$ cat src/hw/rfte_defs.svh
// Constants of the ASCII telegram engine: offsets, field positions, codes, timing.
// Assumes a 125 MHz clock and a byte-wide serial front end outside this block.
`ifndef RFTE_DEFS_SVH
`define RFTE_DEFS_SVH
// Control characters
`define RFTE_ETX 8'h03
`define RFTE_CR 8'h0d
`define RFTE_LF 8'h0a
// Status characters
`define RFTE_ST_OK 8'h30
`define RFTE_ST_BUSY 8'h31
`define RFTE_ST_PON 8'h32
`define RFTE_ST_BAD 8'h34
`define RFTE_ST_NOTAG 8'h35
// Register offsets (byte addresses)
`define RFTE_REG_CFGA 4'h0
`define RFTE_REG_CFGB 4'h4
`define RFTE_REG_STAT 4'h8
// Write fields of the first configuration register
`define RFTE_A_TRIG 7:0
`define RFTE_A_STORE 15:8
`define RFTE_A_BAUD 18:16
`define RFTE_A_TMO 25:19
`define RFTE_A_MUX 26
`define RFTE_A_PW 27
`define RFTE_A_SMALL 28
// Write fields of the second configuration register
`define RFTE_B_FIXLEN 15:0
`define RFTE_B_IDLEN 23:16
`define RFTE_B_CONF 31:24
// Limits and layout of a telegram
`define RFTE_BUF_DEPTH 160
`define RFTE_WMAX 6'h20
`define RFTE_WMAX_SMALL 6'h1d
`define RFTE_TMO_MAX 7'h64
`define RFTE_LW_DATA 8'h09
`define RFTE_P_DATA 8'h08
`define RFTE_KEY_CHARS 16'h000c
// Reset values
`define RFTE_RST_BAUD 3'h2
`define RFTE_RST_IDLEN 8'h08
// Timing
`define RFTE_CLK_MHZ 125
`define RFTE_TMO_STEP_MS 100
`define RFTE_TMO_STEP_CYC (`RFTE_TMO_STEP_MS * `RFTE_CLK_MHZ * 1000)
// Baud divisors for 2400, 4800, 9600, 19200, 38400 bit/s
`define RFTE_DIV0 17'd52083
`define RFTE_DIV1 17'd26042
`define RFTE_DIV2 17'd13021
`define RFTE_DIV3 17'd6510
`define RFTE_DIV4 17'd3255
`endif

$ cat src/hw/rfte_pkg.sv
// Types shared by the telegram engine and its head-side partner.
// Assumes nothing beyond the constants header.
package rfte_pkg;
  typedef enum logic [1:0] {RFTE_OP_NONE, RFTE_OP_LOCKWR, RFTE_OP_PREAD, RFTE_OP_PWRITE} rfte_op_t;
  typedef struct packed {
    rfte_op_t op;
    logic [2:0] chan;
    logic [15:0] addr;
    logic [5:0] cnt;
    logic [15:0] lock_last;
    logic [7:0] family;
    logic [15:0] kind;
    logic [47:0] key;
  } rfte_hreq_t;
  typedef struct packed {
    logic ok;
    logic [7:0] status;
    logic [47:0] key;
  } rfte_hrsp_t;
endpackage

$ cat src/hw/rfte_engine.sv
// What this block does
// - Locked-write command retries writing the counted words until one write succeeds.
// - Lock request covers only blocks from start word to last written word.
// - After success, answer, then watch the carrier; restart on leave or new carrier.
// - Status 5 only when carrier leaves or none yet, never between back-to-back tags.
// - Parameter read takes channel, family, kind, binary length, data; answers with data only for the key read.
// - Parameter write takes same fields; answers status, channel, checksum, end only.
// - Family Q with the access key selector reads or loads a twelve-hex-character head key.
// - Checksum is the modulo-256 sum of all preceding characters.
// - End of text is 3, carriage return 13, line feed 10.
// - Data field carries four bytes per word, most significant byte first.
// - Channel is one character, 1 to 4, or x for all channels.
// - Start word is four hex characters, 0000 to FFFF.
// - Word count is two hex characters up to 20, or 1D for small tags.
// - Timeout of 0 to 100 steps of 100 ms sends an error; zero disables.
// - Trigger character 0 off, 1 on, 2 inverted.
// - Store character 0 off, 1 on.
// - Read-only code length is two hex characters giving bytes.
// - Identifier length is 04h or 08h characters.
// - Status 0 for done without error, 1 while still processing.
// - Status codes 2,4,5,6,7,9,A,E for reset, bad command, no carrier, faults.
// - Baud rate selects 2400, 4800, 9600, 19200 or 38400 bit/s.
// - Configuration word character 1 selects protection, 2 selects control word.
// - Multiplex and password flags are single bits, 1 meaning on.
//
// File holds the whole engine: telegram parser, checker, head sequencer, responder.
// Assumes a byte-wide receiver and transmitter outside, and a head controller that
// answers each request with a one-cycle ack.
//
// The implementer's own choices: the register addresses and the plain strobed port.
`timescale 1ns/10ps
`include "rfte_defs.svh"
module rfte_engine #(
  parameter int TMO_STEP_CYC = `RFTE_TMO_STEP_CYC
) (
  input wire logic ref_clk,
  input wire logic srst,
  input wire logic [3:0] reg_addr,
  input wire logic [31:0] reg_wdata,
  input wire logic reg_we,
  input wire logic reg_re,
  output logic [31:0] reg_rdata,
  input wire logic rx_valid,
  input wire logic [7:0] rx_data,
  output logic rx_ready,
  output logic tx_valid,
  output logic [7:0] tx_data,
  input wire logic tx_ready,
  output rfte_pkg::rfte_hreq_t hd_req,
  output logic hd_req_valid,
  input wire logic hd_ack,
  input wire rfte_pkg::rfte_hrsp_t hd_rsp,
  input wire logic [7:0] hd_buf_idx,
  output logic [7:0] hd_buf_byte,
  input wire logic tag_present,
  input wire logic tag_new,
  output logic [16:0] baud_div,
  output logic [1:0] trig_mode,
  output logic cfg_store,
  output logic mux_mode,
  output logic pw_mode,
  output logic [7:0] fix_len,
  output logic [7:0] id_len,
  output logic [1:0] conf_word
);
  // ****************************************
  // Helpers
  // ****************************************
  function automatic logic [4:0] hexv(input logic [7:0] c);
    hexv = 5'h00;
    if (c >= 8'h30 && c <= 8'h39) hexv = {1'b1, c[3:0]};
    else if ((c >= 8'h41 && c <= 8'h46) || (c >= 8'h61 && c <= 8'h66)) hexv = {1'b1, c[3:0] + 4'h9};
  endfunction
  function automatic logic [7:0] hexc(input logic [3:0] n);
    hexc = (n < 4'ha) ? {4'h3, n} : {4'h4, n - 4'h9};
  endfunction

  typedef enum {S_BOOT, S_IDLE, S_CHECK, S_HEAD, S_ELW, S_ELR, S_TX} rfte_state_t;
  rfte_state_t state_r, ret_r;
  logic [7:0] buf_r [0:`RFTE_BUF_DEPTH-1];
  logic [7:0] n_r, sum_r, prev_r;
  logic rdy_r, ck_ok_r, ovf_r, tmo_r;
  logic [6:0] tmo_steps_r, tmo_n_r;
  logic [31:0] tmo_cyc_r;
  logic [7:0] obuf_r [0:13];
  logic [3:0] olen_r, oidx_r;
  logic [7:0] osum_r;
  logic tx_chk_r, tx_etx_r, sent5_r, pend_r;
  logic [7:0] last_st_r, ch_r;
  logic small_r, cfg_err_r;
  logic [2:0] baud_r;
  wire rx_take = rx_valid & rx_ready;

  // ****************************************
  // Telegram reception
  // ****************************************
  // Limitation: a checksum byte equal to 03h ends the telegram early and fails the check.
  always_ff @(posedge ref_clk) begin
    if (srst) begin
      n_r <= 8'h00;
      sum_r <= 8'h00;
      prev_r <= 8'h00;
      rdy_r <= 1'b0;
      ck_ok_r <= 1'b0;
      ovf_r <= 1'b0;
      tmo_r <= 1'b0;
    end else if (rdy_r) begin
      if (state_r == S_CHECK) begin
        rdy_r <= 1'b0;
        n_r <= 8'h00;
        sum_r <= 8'h00;
        ovf_r <= 1'b0;
        tmo_r <= 1'b0;
      end
    end else if (n_r != 8'h00 && tmo_steps_r != 7'h00 && tmo_n_r >= tmo_steps_r) begin
      rdy_r <= 1'b1;
      tmo_r <= 1'b1;
    end else if (rx_take) begin
      if (rx_data == `RFTE_ETX && n_r != 8'h00) begin
        rdy_r <= 1'b1;
        ck_ok_r <= (sum_r - prev_r) == prev_r;
      end else if (!(n_r == 8'h00 && (rx_data == `RFTE_CR || rx_data == `RFTE_LF ||
                                      rx_data == `RFTE_ETX))) begin
        if (n_r == 8'(`RFTE_BUF_DEPTH)) ovf_r <= 1'b1;
        else n_r <= n_r + 8'h01;
        sum_r <= sum_r + rx_data;
        prev_r <= rx_data;
      end
    end
  end

  always_ff @(posedge ref_clk) begin
    if (rx_take && !rdy_r && n_r < 8'(`RFTE_BUF_DEPTH)) buf_r[n_r] <= rx_data;
  end

  always_ff @(posedge ref_clk) begin
    if (srst || rx_take || n_r == 8'h00) begin
      tmo_cyc_r <= 32'h0;
      tmo_n_r <= 7'h00;
    end else if (tmo_cyc_r == 32'(TMO_STEP_CYC - 1)) begin
      tmo_cyc_r <= 32'h0;
      if (tmo_n_r != 7'h7f) tmo_n_r <= tmo_n_r + 7'h01;
    end else begin
      tmo_cyc_r <= tmo_cyc_r + 32'h1;
    end
  end

  // ****************************************
  // Telegram check
  // ****************************************
  logic [4:0] a0, a1, a2, a3, c0, c1, kv;
  logic [5:0] cnt;
  logic [7:0] body;
  logic [15:0] plen;
  logic ch_ok, is_lw, is_pr, is_wp, is_key, lw_ok, p_ok, key_ok;
  logic [47:0] key_bin;
  always_comb begin
    a0 = hexv(buf_r[3]);
    a1 = hexv(buf_r[4]);
    a2 = hexv(buf_r[5]);
    a3 = hexv(buf_r[6]);
    c0 = hexv(buf_r[7]);
    c1 = hexv(buf_r[8]);
    cnt = {c0[1:0], c1[3:0]};
    body = n_r - 8'h01;
    plen = {buf_r[6], buf_r[7]};
    ch_ok = (buf_r[2] >= 8'h31 && buf_r[2] <= 8'h34) || buf_r[2] == 8'h78;
    is_lw = buf_r[0] == 8'h45 && buf_r[1] == 8'h4c;
    is_pr = buf_r[0] == 8'h52 && buf_r[1] == 8'h50;
    is_wp = buf_r[0] == 8'h57 && buf_r[1] == 8'h50;
    // start word, count, four bytes per word
    lw_ok = a0[4] && a1[4] && a2[4] && a3[4] && c0[4] && c1[4] && c0[3:2] == 2'b00 &&
            cnt <= (small_r ? `RFTE_WMAX_SMALL : `RFTE_WMAX) &&
            body == `RFTE_LW_DATA + {cnt, 2'b00};
    p_ok = plen[15:8] == 8'h00 && body == `RFTE_P_DATA + plen[7:0];
    is_key = buf_r[3] == 8'h51 && buf_r[4] == 8'h4b && buf_r[5] == 8'h31;
    key_ok = 1'b1;
    key_bin = 48'h0;
    kv = 5'h00;
    for (int i = 0; i < 12; i++) begin
      kv = hexv(buf_r[8 + i]);
      key_ok = key_ok & kv[4];
      key_bin = {key_bin[43:0], kv[3:0]};
    end
    // A key read carries no key text, so only a write is held to it
    key_ok = !is_wp || (key_ok && plen == `RFTE_KEY_CHARS);
  end

  // ****************************************
  // Sequencer
  // ****************************************
  logic ok_cmd;
  assign ok_cmd = ck_ok_r && !ovf_r && !tmo_r && n_r >= 8'h04 && ch_ok &&
                  ((is_lw && lw_ok) || ((is_pr || is_wp) && p_ok && (!is_key || key_ok)));

  task automatic answer(input logic [7:0] st, input rfte_state_t ret);
    obuf_r[0] <= st;
    obuf_r[1] <= ch_r;
    olen_r <= 4'h2;
    ret_r <= ret;
    last_st_r <= st;
    state_r <= S_TX;
  endtask

  always_ff @(posedge ref_clk) begin
    if (srst) begin
      state_r <= S_BOOT;
      ret_r <= S_IDLE;
      hd_req_valid <= 1'b0;
      hd_req <= '0;
      pend_r <= 1'b0;
      sent5_r <= 1'b0;
      ch_r <= 8'h78;
      last_st_r <= `RFTE_ST_PON;
      olen_r <= 4'h0;
    end else begin
      hd_req_valid <= 1'b0;
      unique case (state_r)
        S_BOOT: answer(`RFTE_ST_PON, S_IDLE);
        S_IDLE: if (rdy_r) state_r <= S_CHECK;
        S_CHECK: begin
          ch_r <= ch_ok ? buf_r[2] : 8'h78;
          hd_req.chan <= (buf_r[2] == 8'h78) ? 3'h4 : buf_r[2][2:0] - 3'h1;
          hd_req.addr <= {a0[3:0], a1[3:0], a2[3:0], a3[3:0]};
          hd_req.cnt <= cnt;
          hd_req.lock_last <= {a0[3:0], a1[3:0], a2[3:0], a3[3:0]} + 16'(cnt) - 16'h1;
          hd_req.family <= buf_r[3];
          hd_req.kind <= {buf_r[4], buf_r[5]};
          hd_req.key <= key_bin;
          sent5_r <= 1'b0;
          if (!ok_cmd) begin
            obuf_r[0] <= `RFTE_ST_BAD;
            obuf_r[1] <= ch_ok ? buf_r[2] : 8'h78;
            olen_r <= 4'h2;
            last_st_r <= `RFTE_ST_BAD;
            ret_r <= S_IDLE;
            state_r <= S_TX;
          end else if (is_lw) begin
            hd_req.op <= rfte_pkg::RFTE_OP_LOCKWR;
            state_r <= S_ELW;
          end else begin
            hd_req.op <= is_pr ? rfte_pkg::RFTE_OP_PREAD : rfte_pkg::RFTE_OP_PWRITE;
            hd_req_valid <= 1'b1;
            state_r <= S_HEAD;
          end
        end
        S_HEAD: if (hd_ack) begin
          answer(hd_rsp.ok ? `RFTE_ST_OK : hd_rsp.status, S_IDLE);
          if (hd_rsp.ok && hd_req.op == rfte_pkg::RFTE_OP_PREAD
              && hd_req.family == 8'h51 && hd_req.kind == 16'h4b31) begin
            for (int i = 0; i < 12; i++) obuf_r[2 + i] <= hexc(hd_rsp.key[47 - 4*i -: 4]);
            olen_r <= 4'he;
          end
        end
        S_ELW: begin
          if (!pend_r) begin
            hd_req_valid <= 1'b1;
            pend_r <= 1'b1;
          end else if (hd_ack) begin
            pend_r <= 1'b0;
            if (hd_rsp.ok) begin
              sent5_r <= 1'b0;
              answer(`RFTE_ST_OK, S_ELR);
            end else if (hd_rsp.status == `RFTE_ST_NOTAG && !sent5_r) begin
              sent5_r <= 1'b1;
              answer(`RFTE_ST_NOTAG, S_ELW);
            end
          end
        end
        S_ELR: begin
          if (rdy_r) state_r <= S_CHECK;
          else if (n_r == 8'h00) begin
            if (!tag_present) begin
              sent5_r <= 1'b1;
              answer(`RFTE_ST_NOTAG, S_ELW);
            end else if (tag_new) state_r <= S_ELW;
          end
        end
        S_TX: if (tx_etx_r && tx_valid && tx_ready) state_r <= ret_r;
      endcase
    end
  end

  // ****************************************
  // Response transmitter
  // ****************************************
  // response checksum
  always_ff @(posedge ref_clk) begin
    if (srst || state_r != S_TX) begin
      tx_valid <= 1'b0;
      tx_data <= 8'h00;
      oidx_r <= 4'h0;
      osum_r <= 8'h00;
      tx_chk_r <= 1'b0;
      tx_etx_r <= 1'b0;
    end else if (!tx_valid || tx_ready) begin
      if (tx_etx_r) begin
        tx_valid <= 1'b0;
      end else if (tx_chk_r) begin
        tx_valid <= 1'b1;
        tx_data <= `RFTE_ETX;
        tx_etx_r <= 1'b1;
      end else if (oidx_r == olen_r) begin
        tx_valid <= 1'b1;
        tx_data <= osum_r;
        tx_chk_r <= 1'b1;
      end else begin
        tx_valid <= 1'b1;
        tx_data <= obuf_r[oidx_r];
        osum_r <= osum_r + obuf_r[oidx_r];
        oidx_r <= oidx_r + 4'h1;
      end
    end
  end

  always_ff @(posedge ref_clk) begin
    if (srst) rx_ready <= 1'b0;
    else rx_ready <= (state_r == S_IDLE || state_r == S_ELR) && !rdy_r &&
                     !(rx_take && rx_data == `RFTE_ETX && n_r != 8'h00);
  end

  // word data handed to the head in arrival order
  always_ff @(posedge ref_clk) begin
    hd_buf_byte <= buf_r[8'(hd_buf_idx + `RFTE_LW_DATA)];
  end

  // ****************************************
  // Configuration registers
  // ****************************************
  logic [4:0] f0, f1;
  assign f0 = hexv(reg_wdata[15:8]);
  assign f1 = hexv(reg_wdata[7:0]);

  always_ff @(posedge ref_clk) begin
    if (srst) begin
      trig_mode <= 2'h0;
      cfg_store <= 1'b0;
      baud_r <= `RFTE_RST_BAUD;
      tmo_steps_r <= 7'h00;
      mux_mode <= 1'b0;
      pw_mode <= 1'b0;
      small_r <= 1'b0;
      fix_len <= 8'h00;
      id_len <= `RFTE_RST_IDLEN;
      conf_word <= 2'h0;
      cfg_err_r <= 1'b0;
    end else if (reg_we && reg_addr == `RFTE_REG_CFGA) begin
      if (reg_wdata[`RFTE_A_TRIG] >= 8'h30 && reg_wdata[`RFTE_A_TRIG] <= 8'h32)
        trig_mode <= reg_wdata[1:0];
      if (reg_wdata[`RFTE_A_STORE] == 8'h30 || reg_wdata[`RFTE_A_STORE] == 8'h31)
        cfg_store <= reg_wdata[8];
      if (reg_wdata[`RFTE_A_BAUD] <= 3'h4) baud_r <= reg_wdata[`RFTE_A_BAUD];
      if (reg_wdata[`RFTE_A_TMO] <= `RFTE_TMO_MAX) tmo_steps_r <= reg_wdata[`RFTE_A_TMO];
      mux_mode <= reg_wdata[`RFTE_A_MUX];
      pw_mode <= reg_wdata[`RFTE_A_PW];
      small_r <= reg_wdata[`RFTE_A_SMALL];
      cfg_err_r <= reg_wdata[`RFTE_A_TRIG] < 8'h30 || reg_wdata[`RFTE_A_TRIG] > 8'h32 ||
                   reg_wdata[15:9] != 7'h18 || reg_wdata[`RFTE_A_BAUD] > 3'h4 ||
                   reg_wdata[`RFTE_A_TMO] > `RFTE_TMO_MAX;
    end else if (reg_we && reg_addr == `RFTE_REG_CFGB) begin
      if (f0[4] && f1[4]) fix_len <= {f0[3:0], f1[3:0]};
      if (reg_wdata[`RFTE_B_IDLEN] == 8'h04 || reg_wdata[`RFTE_B_IDLEN] == 8'h08)
        id_len <= reg_wdata[`RFTE_B_IDLEN];
      if (reg_wdata[`RFTE_B_CONF] == 8'h31 || reg_wdata[`RFTE_B_CONF] == 8'h32)
        conf_word <= reg_wdata[25:24];
      cfg_err_r <= !(f0[4] && f1[4]) ||
                   !(reg_wdata[`RFTE_B_IDLEN] == 8'h04 || reg_wdata[`RFTE_B_IDLEN] == 8'h08) ||
                   !(reg_wdata[`RFTE_B_CONF] == 8'h31 || reg_wdata[`RFTE_B_CONF] == 8'h32);
    end
  end

  always_ff @(posedge ref_clk) begin
    if (srst) baud_div <= `RFTE_DIV2;
    else begin
      unique case (baud_r)
        3'h0: baud_div <= `RFTE_DIV0;
        3'h1: baud_div <= `RFTE_DIV1;
        3'h2: baud_div <= `RFTE_DIV2;
        3'h3: baud_div <= `RFTE_DIV3;
        default: baud_div <= `RFTE_DIV4;
      endcase
    end
  end

  // ****************************************
  // Register read
  // ****************************************
  logic busy;
  assign busy = state_r == S_CHECK || state_r == S_HEAD || state_r == S_ELW;
  always_ff @(posedge ref_clk) begin
    if (srst || !reg_re) reg_rdata <= 32'h0;
    else begin
      unique case (reg_addr)
        `RFTE_REG_CFGA: reg_rdata <= {15'h0, cfg_err_r, small_r, pw_mode, mux_mode, tmo_steps_r,
                                      baud_r, cfg_store, trig_mode};
        `RFTE_REG_CFGB: reg_rdata <= {14'h0, conf_word, id_len, fix_len};
        `RFTE_REG_STAT: reg_rdata <= {22'h0, state_r == S_ELR || state_r == S_ELW, busy,
                                      busy ? `RFTE_ST_BUSY : last_st_r};
        default: reg_rdata <= 32'h0;
      endcase
    end
  end
endmodule // rfte_engine

$ cat config.mk
export PLATFORM = sky130hd
export DESIGN_NAME = rfte_engine
export DESIGN_NICKNAME = d
export VERILOG_FILES = /design/src/hw/rfte_pkg.sv /design/src/hw/rfte_engine.sv
export VERILOG_INCLUDE_DIRS = /design/src /design/src/hw
export SDC_FILE = /design/constraint.sdc
export NUM_CORES = 2
export LEC_CHECK = 0
export ABC_AREA = 1
export BUFFER_PORTS_ARGS = -buffer_cell sky130_fd_sc_hd__buf_2
export CAP_MARGIN = 20
export CORE_AREA = 2 2 303 455
export CTS_CLUSTER_SIZE = 16
export DETAILED_ROUTE_END_ITERATION = 16
export DIE_AREA = 0 0 305 457
export PLACE_DENSITY = 0.69
export SLEW_MARGIN = 15
export SYNTH_ARGS = -nofsm -noshare
export SYNTH_HDL_FRONTEND = slang
export SYNTH_SLANG_ARGS = --single-unit
$ cat constraint.sdc
create_clock -name ref_clk -period 13.5 [get_ports ref_clk]
set_input_delay 0.675 -clock ref_clk [delete_from_list [all_inputs] [get_ports ref_clk]]
set_output_delay 0.675 -clock ref_clk [all_outputs]
set_load 0.01 [all_outputs]
Yosys cells after proc, flatten, opt, wreduce, memory -nomap -nowiden
Memories as Yosys holds them, arrays and structs flattened. A register that Yosys moved wholly into a read port is not among the register bits.
Cells that the tools add are included.

word-level totals
  flip-flop bits (word level) = 489
  bits in latches = 0
  RAM bits = 1280
  memory bits (read-only) = 0
  output and inout bits = 206
  word-level logic and storage cells = 695
  memories = 1

operators by class
  add/subtract/negate cells = 45
  multipliers = 0
  div/mod/pow operators = 0
  $lt $le $gt $ge = 140
  equal/unequal tests = 65
  shift operators = 0
  multiplexer cells = 169
  bitwise logic cells = 22
  reductions and logical operators = 194

memories
  name   depth  width  read ports  clocked after Yosys merged registers in  write ports  line               text
  buf_r  160    8      21          1                                        1            rfte_engine.sv:80  logic [7:0] buf_r [0:`RFTE_BUF_DEPTH-1];

operators by type and width
  operator                                                                              number
  32-bit two-way mux                                                                    20
  8-bit by 7-bit greater-or-equal comparator with 1-bit output (second input constant)  38
  8-bit by 7-bit less-or-equal comparator with 1-bit output (second input constant)     38
  8-bit two-way mux                                                                     28
  32-bit case mux with 7 select lines                                                   1
  5-bit two-way mux                                                                     38
  8-bit by 6-bit less-or-equal comparator with 1-bit output (second input constant)     21
  32-bit by 3-bit == test with 1-bit output (second input constant)                     5
  8-bit by 6-bit greater-or-equal comparator with 1-bit output (second input constant)  20
  32-bit case mux with 5 select lines                                                   1
  16-bit two-way mux                                                                    8
  112-bit two-way mux                                                                   1
  1-bit logical AND                                                                     101
  32-bit by 2-bit == test with 1-bit output (second input constant)                     3
  96-bit two-way mux                                                                    1
  7-bit two-way mux                                                                     12
  16-bit case mux with 5 select lines                                                   1
  4-bit adder (second input constant)                                                   19
  8-bit by 7-bit == test with 1-bit output (second input constant)                      9
  32-bit by 4-bit == test with 1-bit output (second input constant)                     2
  16-bit case mux with 4 select lines                                                   1
  18-bit case mux with 3 select lines                                                   1
  8-bit by 6-bit == test with 1-bit output (second input constant)                      6
  4-bit less-than comparator (second input constant)                                    12
  81 further kinds                                                                      248

Logic depth before layout (Yosys ltp)
An unclocked memory read counts as a cell.

  depth in word-level cells = 25
  depth in mapped cells = 28

Worst setup path after synthesis
Ideal clock, no wire load.

  path type = input to register
  from = input port srst
  to = register obuf_r[0] (netlist bit), enable pin
  library setup time = 0.590 ns
  data arrival time = 6.027 ns
  data required time = 12.910 ns
  setup slack = 6.883 ns
  stages = 3
  path buffers = 2
  cell sequence = clkbuf_1 clkbuf_1 nor3_1

on the way
  word-level cells in the longest chain between the ends = 2

ends and longest elaborated chain
  element                               line               text
  from (decl)                           rfte_engine.sv:37  input wire logic srst,
  1-bit inverter (no source line)       n/a
  4-bit AND reduction (no source line)  n/a
  to (decl)                             rfte_engine.sv:85  logic [7:0] obuf_r [0:13];

No other way between the ends.
A chain may end at the register's enable or synchronous reset.

Worst setup path in the final report
  from = input port hd_buf_idx[0]
  to = register hd_buf_byte[4], read port of buf_r

on the way
  word-level cells in the longest chain between the ends = 1

ends and longest elaborated chain
  element                                                  line               text
  from (decl)                                              rfte_engine.sv:53  input wire logic [7:0] hd_buf_idx,
  8-bit by 4-bit adder with 8-bit output (no source line)  n/a
  to (decl)                                                rfte_engine.sv:54  output logic [7:0] hd_buf_byte,

No other way between the ends.

==> results.json <==
{
  "status": "finished clean",
  "crit_top_cell": "nand3_1",
  "synth.ff_latch_count": 1671,
  "clock_skew_ps": 27.9,
  "slew_headroom_pct": 18.7,
  "die_h_um": 457,
  "power_frac_clock_pct": 37.7,
  "seq_power_share_pct": 49.7,
  "syn_inst": 6787,
  "avgSynthCellArea_um2": 10.7,
  "core_area_um2": 136000,
  "netlist_area_um2": 72900,
  "cpMaxStageDelayCell": "buf_4",
  "grt_pass1_vias": 51600,
  "min_period_ps": 4600,
  "vdd_ir_drop_max_v": 0.0000899,
  "synthDominantCellAreaShare_pct": 56.4,
  "hold_viol": 0,
  "required_ps": 14190,
  "finalNonFillerCells": 8840,
  "r2r_end": "hd_req[84]",
  "ios": 324,
  "antenna_found_initial": 10,
  "antenna_left": 0,
  "hold_end": "pw_mode",
  "maxCapViolCount": 0,
  "worstHoldStart": "reg_wdata[27]",
  "drc": 0,
  "r2r_slack_ps": 9310,
  "synthArstFlopShare_pct": 0,
  "combPwrFrac_pct": 12.6,
  "htreeDepth": 4,
  "drt-total-wl_mm": 210,
  "setup.worst_path.end_class": "register",
  "p_int_uw": 8630,
  "start_kind": "input pin",
  "layout-drive-gt1-share_pct": 9.89,
  "synth_cell_types": 75,
  "rows": 166,
  "hp-class": "input pin to register",
  "arrival_ps": 5290,
  "areaGrowthSynthToFinish_pct": 11.0,
  "io_buffers": 308,
  "die_w_um": 305,
  "ys_warn_count": 0,
  "timing.rr.start": "buf_r[8][0]",
  "crit_type": "input pin to register",
  "critPathBufInv": 5,
  "grt_overflow_total": 0,
  "worstPathCellList": "buf_8 -> buf_12 -> nand3_1 -> xor2_4 -> buf_12 -> inv_2 -> buf_4 -> o22ai_1 -> o211ai_1 -> nand3_1 -> nand3_1 -> nand2_1",
  "setup_viol": 0,
  "yosysTopAreaCell": "edfxtp_1",
  "routedWlPerCell_um": 23.8,
  "synth_edf_count": 1368,
  "track_usage_pct": 29.5,
  "rr_worst_depth": 23,
  "ys_top_cells_by_area": "edfxtp_1 (56%), dfxtp_1 (8.3%), o21ai_0 (6.8%)",
  "die-area_um2": 139000,
  "clock-sinks": 1671,
  "nNetsFinal": 7208,
  "first_pass_iters": 6,
  "ctsResizeCount": 0,
  "setup_ws_ps": 8900,
  "switching_power_uw": 3080,
  "synth.most_common_cell": "edfxtp_1",
  "synth_commonest_cells": "edfxtp_1 (1368), nor2_1 (1109), o21ai_0 (985)",
  "clock-root-buffer": "clkbuf_16",
  "placed_cells": 8554,
  "fin_crit_sh_pct": 34.1,
  "critPathTopFamily": "buffers and inverters",
  "pre_cts_ws_ps": 8270,
  "place_hpwl_mm": 138,
  "post_cts_buffers": 0,
  "rsz0062_at_grt": "false",
  "first_iter_violations": 5884,
  "tightest_slew_ps": 1220,
  "clockBufferDepth": 3,
  "cts_tree": "built",
  "grt_max_degree": 199,
  "initial_core_util_pct": 53.7,
  "cp_max_fo": 198,
  "grt_pass1_wl_mm": 312,
  "cpPeakStageDelay_ps": 680,
  "synthFlopType": "edfxtp_1",
  "p_leak_uw": 0.0287,
  "ys_seq_area_share_pct": 64.7,
  "numCtsBuffers": 154,
  "clock_latency_ps": 790,
  "tns_ps": 0,
  "min_path_cells": 3,
  "num_vias": 53600,
  "postCtsHoldBufs": 0,
  "viasPerCell": 6.06,
  "clkTransAtPathRegs_ps": 70,
  "fmax_ghz": 0.217,
  "switching_share_pct": 26.3,
  "slew_violations": 0,
  "p_per_area_nw_per_um2": 145,
  "gp_congestion": 0.939
}
metrics by stage:
step | hold WS, ps | util (%) | area (um2) | power (uW)
3_3_place_gp | 421 | 55.8 | 75700 | 7360
6_report | 147 | 59.6 | 80900 | 11700
5_1_grt | 160 | 59.6 | 80900 | 12100
4_1_cts | 107 | 59.6 | 80900 | 11700
2_1_floorplan | 408 | - | 72900 | 6790
3_5_place_dp | 436 | 55.9 | 75800 | 7380
cells by family after synthesis:
family	share of synthesized area (%)
and+or+nand+nor	12.5
other	0.00515
xor gates and xnor gates	1.01
buffers and inverters	4.97
DFF	64.7
adders and majority gates	2.50
AOI/OAI and AO/OA	14.3
cell usage in the layout (no fill, tap or decap), types with 15 or more instances in the layout:
| cell | n |
|---|---|
| edfxtp_1 | 1368 |
| nor2_1 | 1107 |
| o21ai_0 | 985 |
| nand2_1 | 557 |
| inv_1 | 496 |
| dfxtp_1 | 303 |
| buf_2 | 298 |
| nand3_1 | 285 |
| a21oi_1 | 285 |
| o221ai_1 | 186 |
| clkbuf_16 | 164 |
| o22ai_1 | 156 |
| ha_1 | 138 |
| o211ai_1 | 80 |
| nor3_1 | 74 |
| buf_4 | 62 |
| nand4_1 | 53 |
| xor2_1 | 50 |
| clkbuf_1 | 30 |
| inv_2 | 26 |
| clkinv_2 | 26 |
| clkinv_1 | 25 |
| nor4_1 | 24 |
| xnor2_1 | 23 |
| o21ai_1 | 18 |
| a31oi_1 | 18 |
| a211oi_1 | 15 |
| conb_1 | 15 |
worst max path at each step:
stage / startpoint / endpoint / cells after the start / slack (ps)
6_report: hd_buf_idx[0] / hd_buf_byte[4] / 12 / 8900
5_1_grt: hd_buf_idx[0] / hd_buf_byte[6] / 12 / 8850
4_1_cts: hd_buf_idx[0] / hd_buf_byte[4] / 12 / 9110
3_5_place_dp: hd_buf_idx[0] / hd_buf_byte[4] / 12 / 8270
3_3_place_gp: hd_buf_idx[0] / hd_buf_byte[4] / 12 / 8290
2_1_floorplan: srst / obuf_r[0] / 3 / 6880
cell type report:
type                       count  area, um2
antenna                        5       12.5
clock buffer                 201       4310
clock inverter                79        766
fill                       11000      54800
inverter                     529       2000
multi-input combinational   4217      22300
sequential                  1671      47100
tap                         1764       2210
timing repair buffer         374       2160
flip-flops by register name (all words and copies together), names as in the netlist, 15 cells and up:
name and cells:
obuf_r 88, tmo_cyc_r 32, reg_rdata 18, hd_req 111
baud_div 15, buf_r 1280
power groups by stage:
stage / sequential, uW / clock, uW / combinational (uW)
after floorplan: 5930 / 0 / 855
after global placement: 5920 / 0 / 1430
after detailed placement: 5920 / 0 / 1460
after CTS: 5810 / 4450 / 1470
after global routing: 5820 / 4620 / 1610
final: 5820 / 4410 / 1480
routing by layer:
metal | GRT usage (%) | vias up | part of all wire (%)
met2 | 52.0 | 2464 | 51
met5 | 0 | - | 0.0062
met4 | 16.8 | 2 | 6.2
met3 | 4.35 | 528 | 7.1
li1 | - | 24600 | -
met1 | 34.2 | 26000 | 36
worst min-delay path: cells and delay by family:
family                 cells  cell delay (ps)
AOI/OAI and AO/OA          1               50
buffers and inverters      2              150
Note: power is estimated with default switching activity, not from simulation.
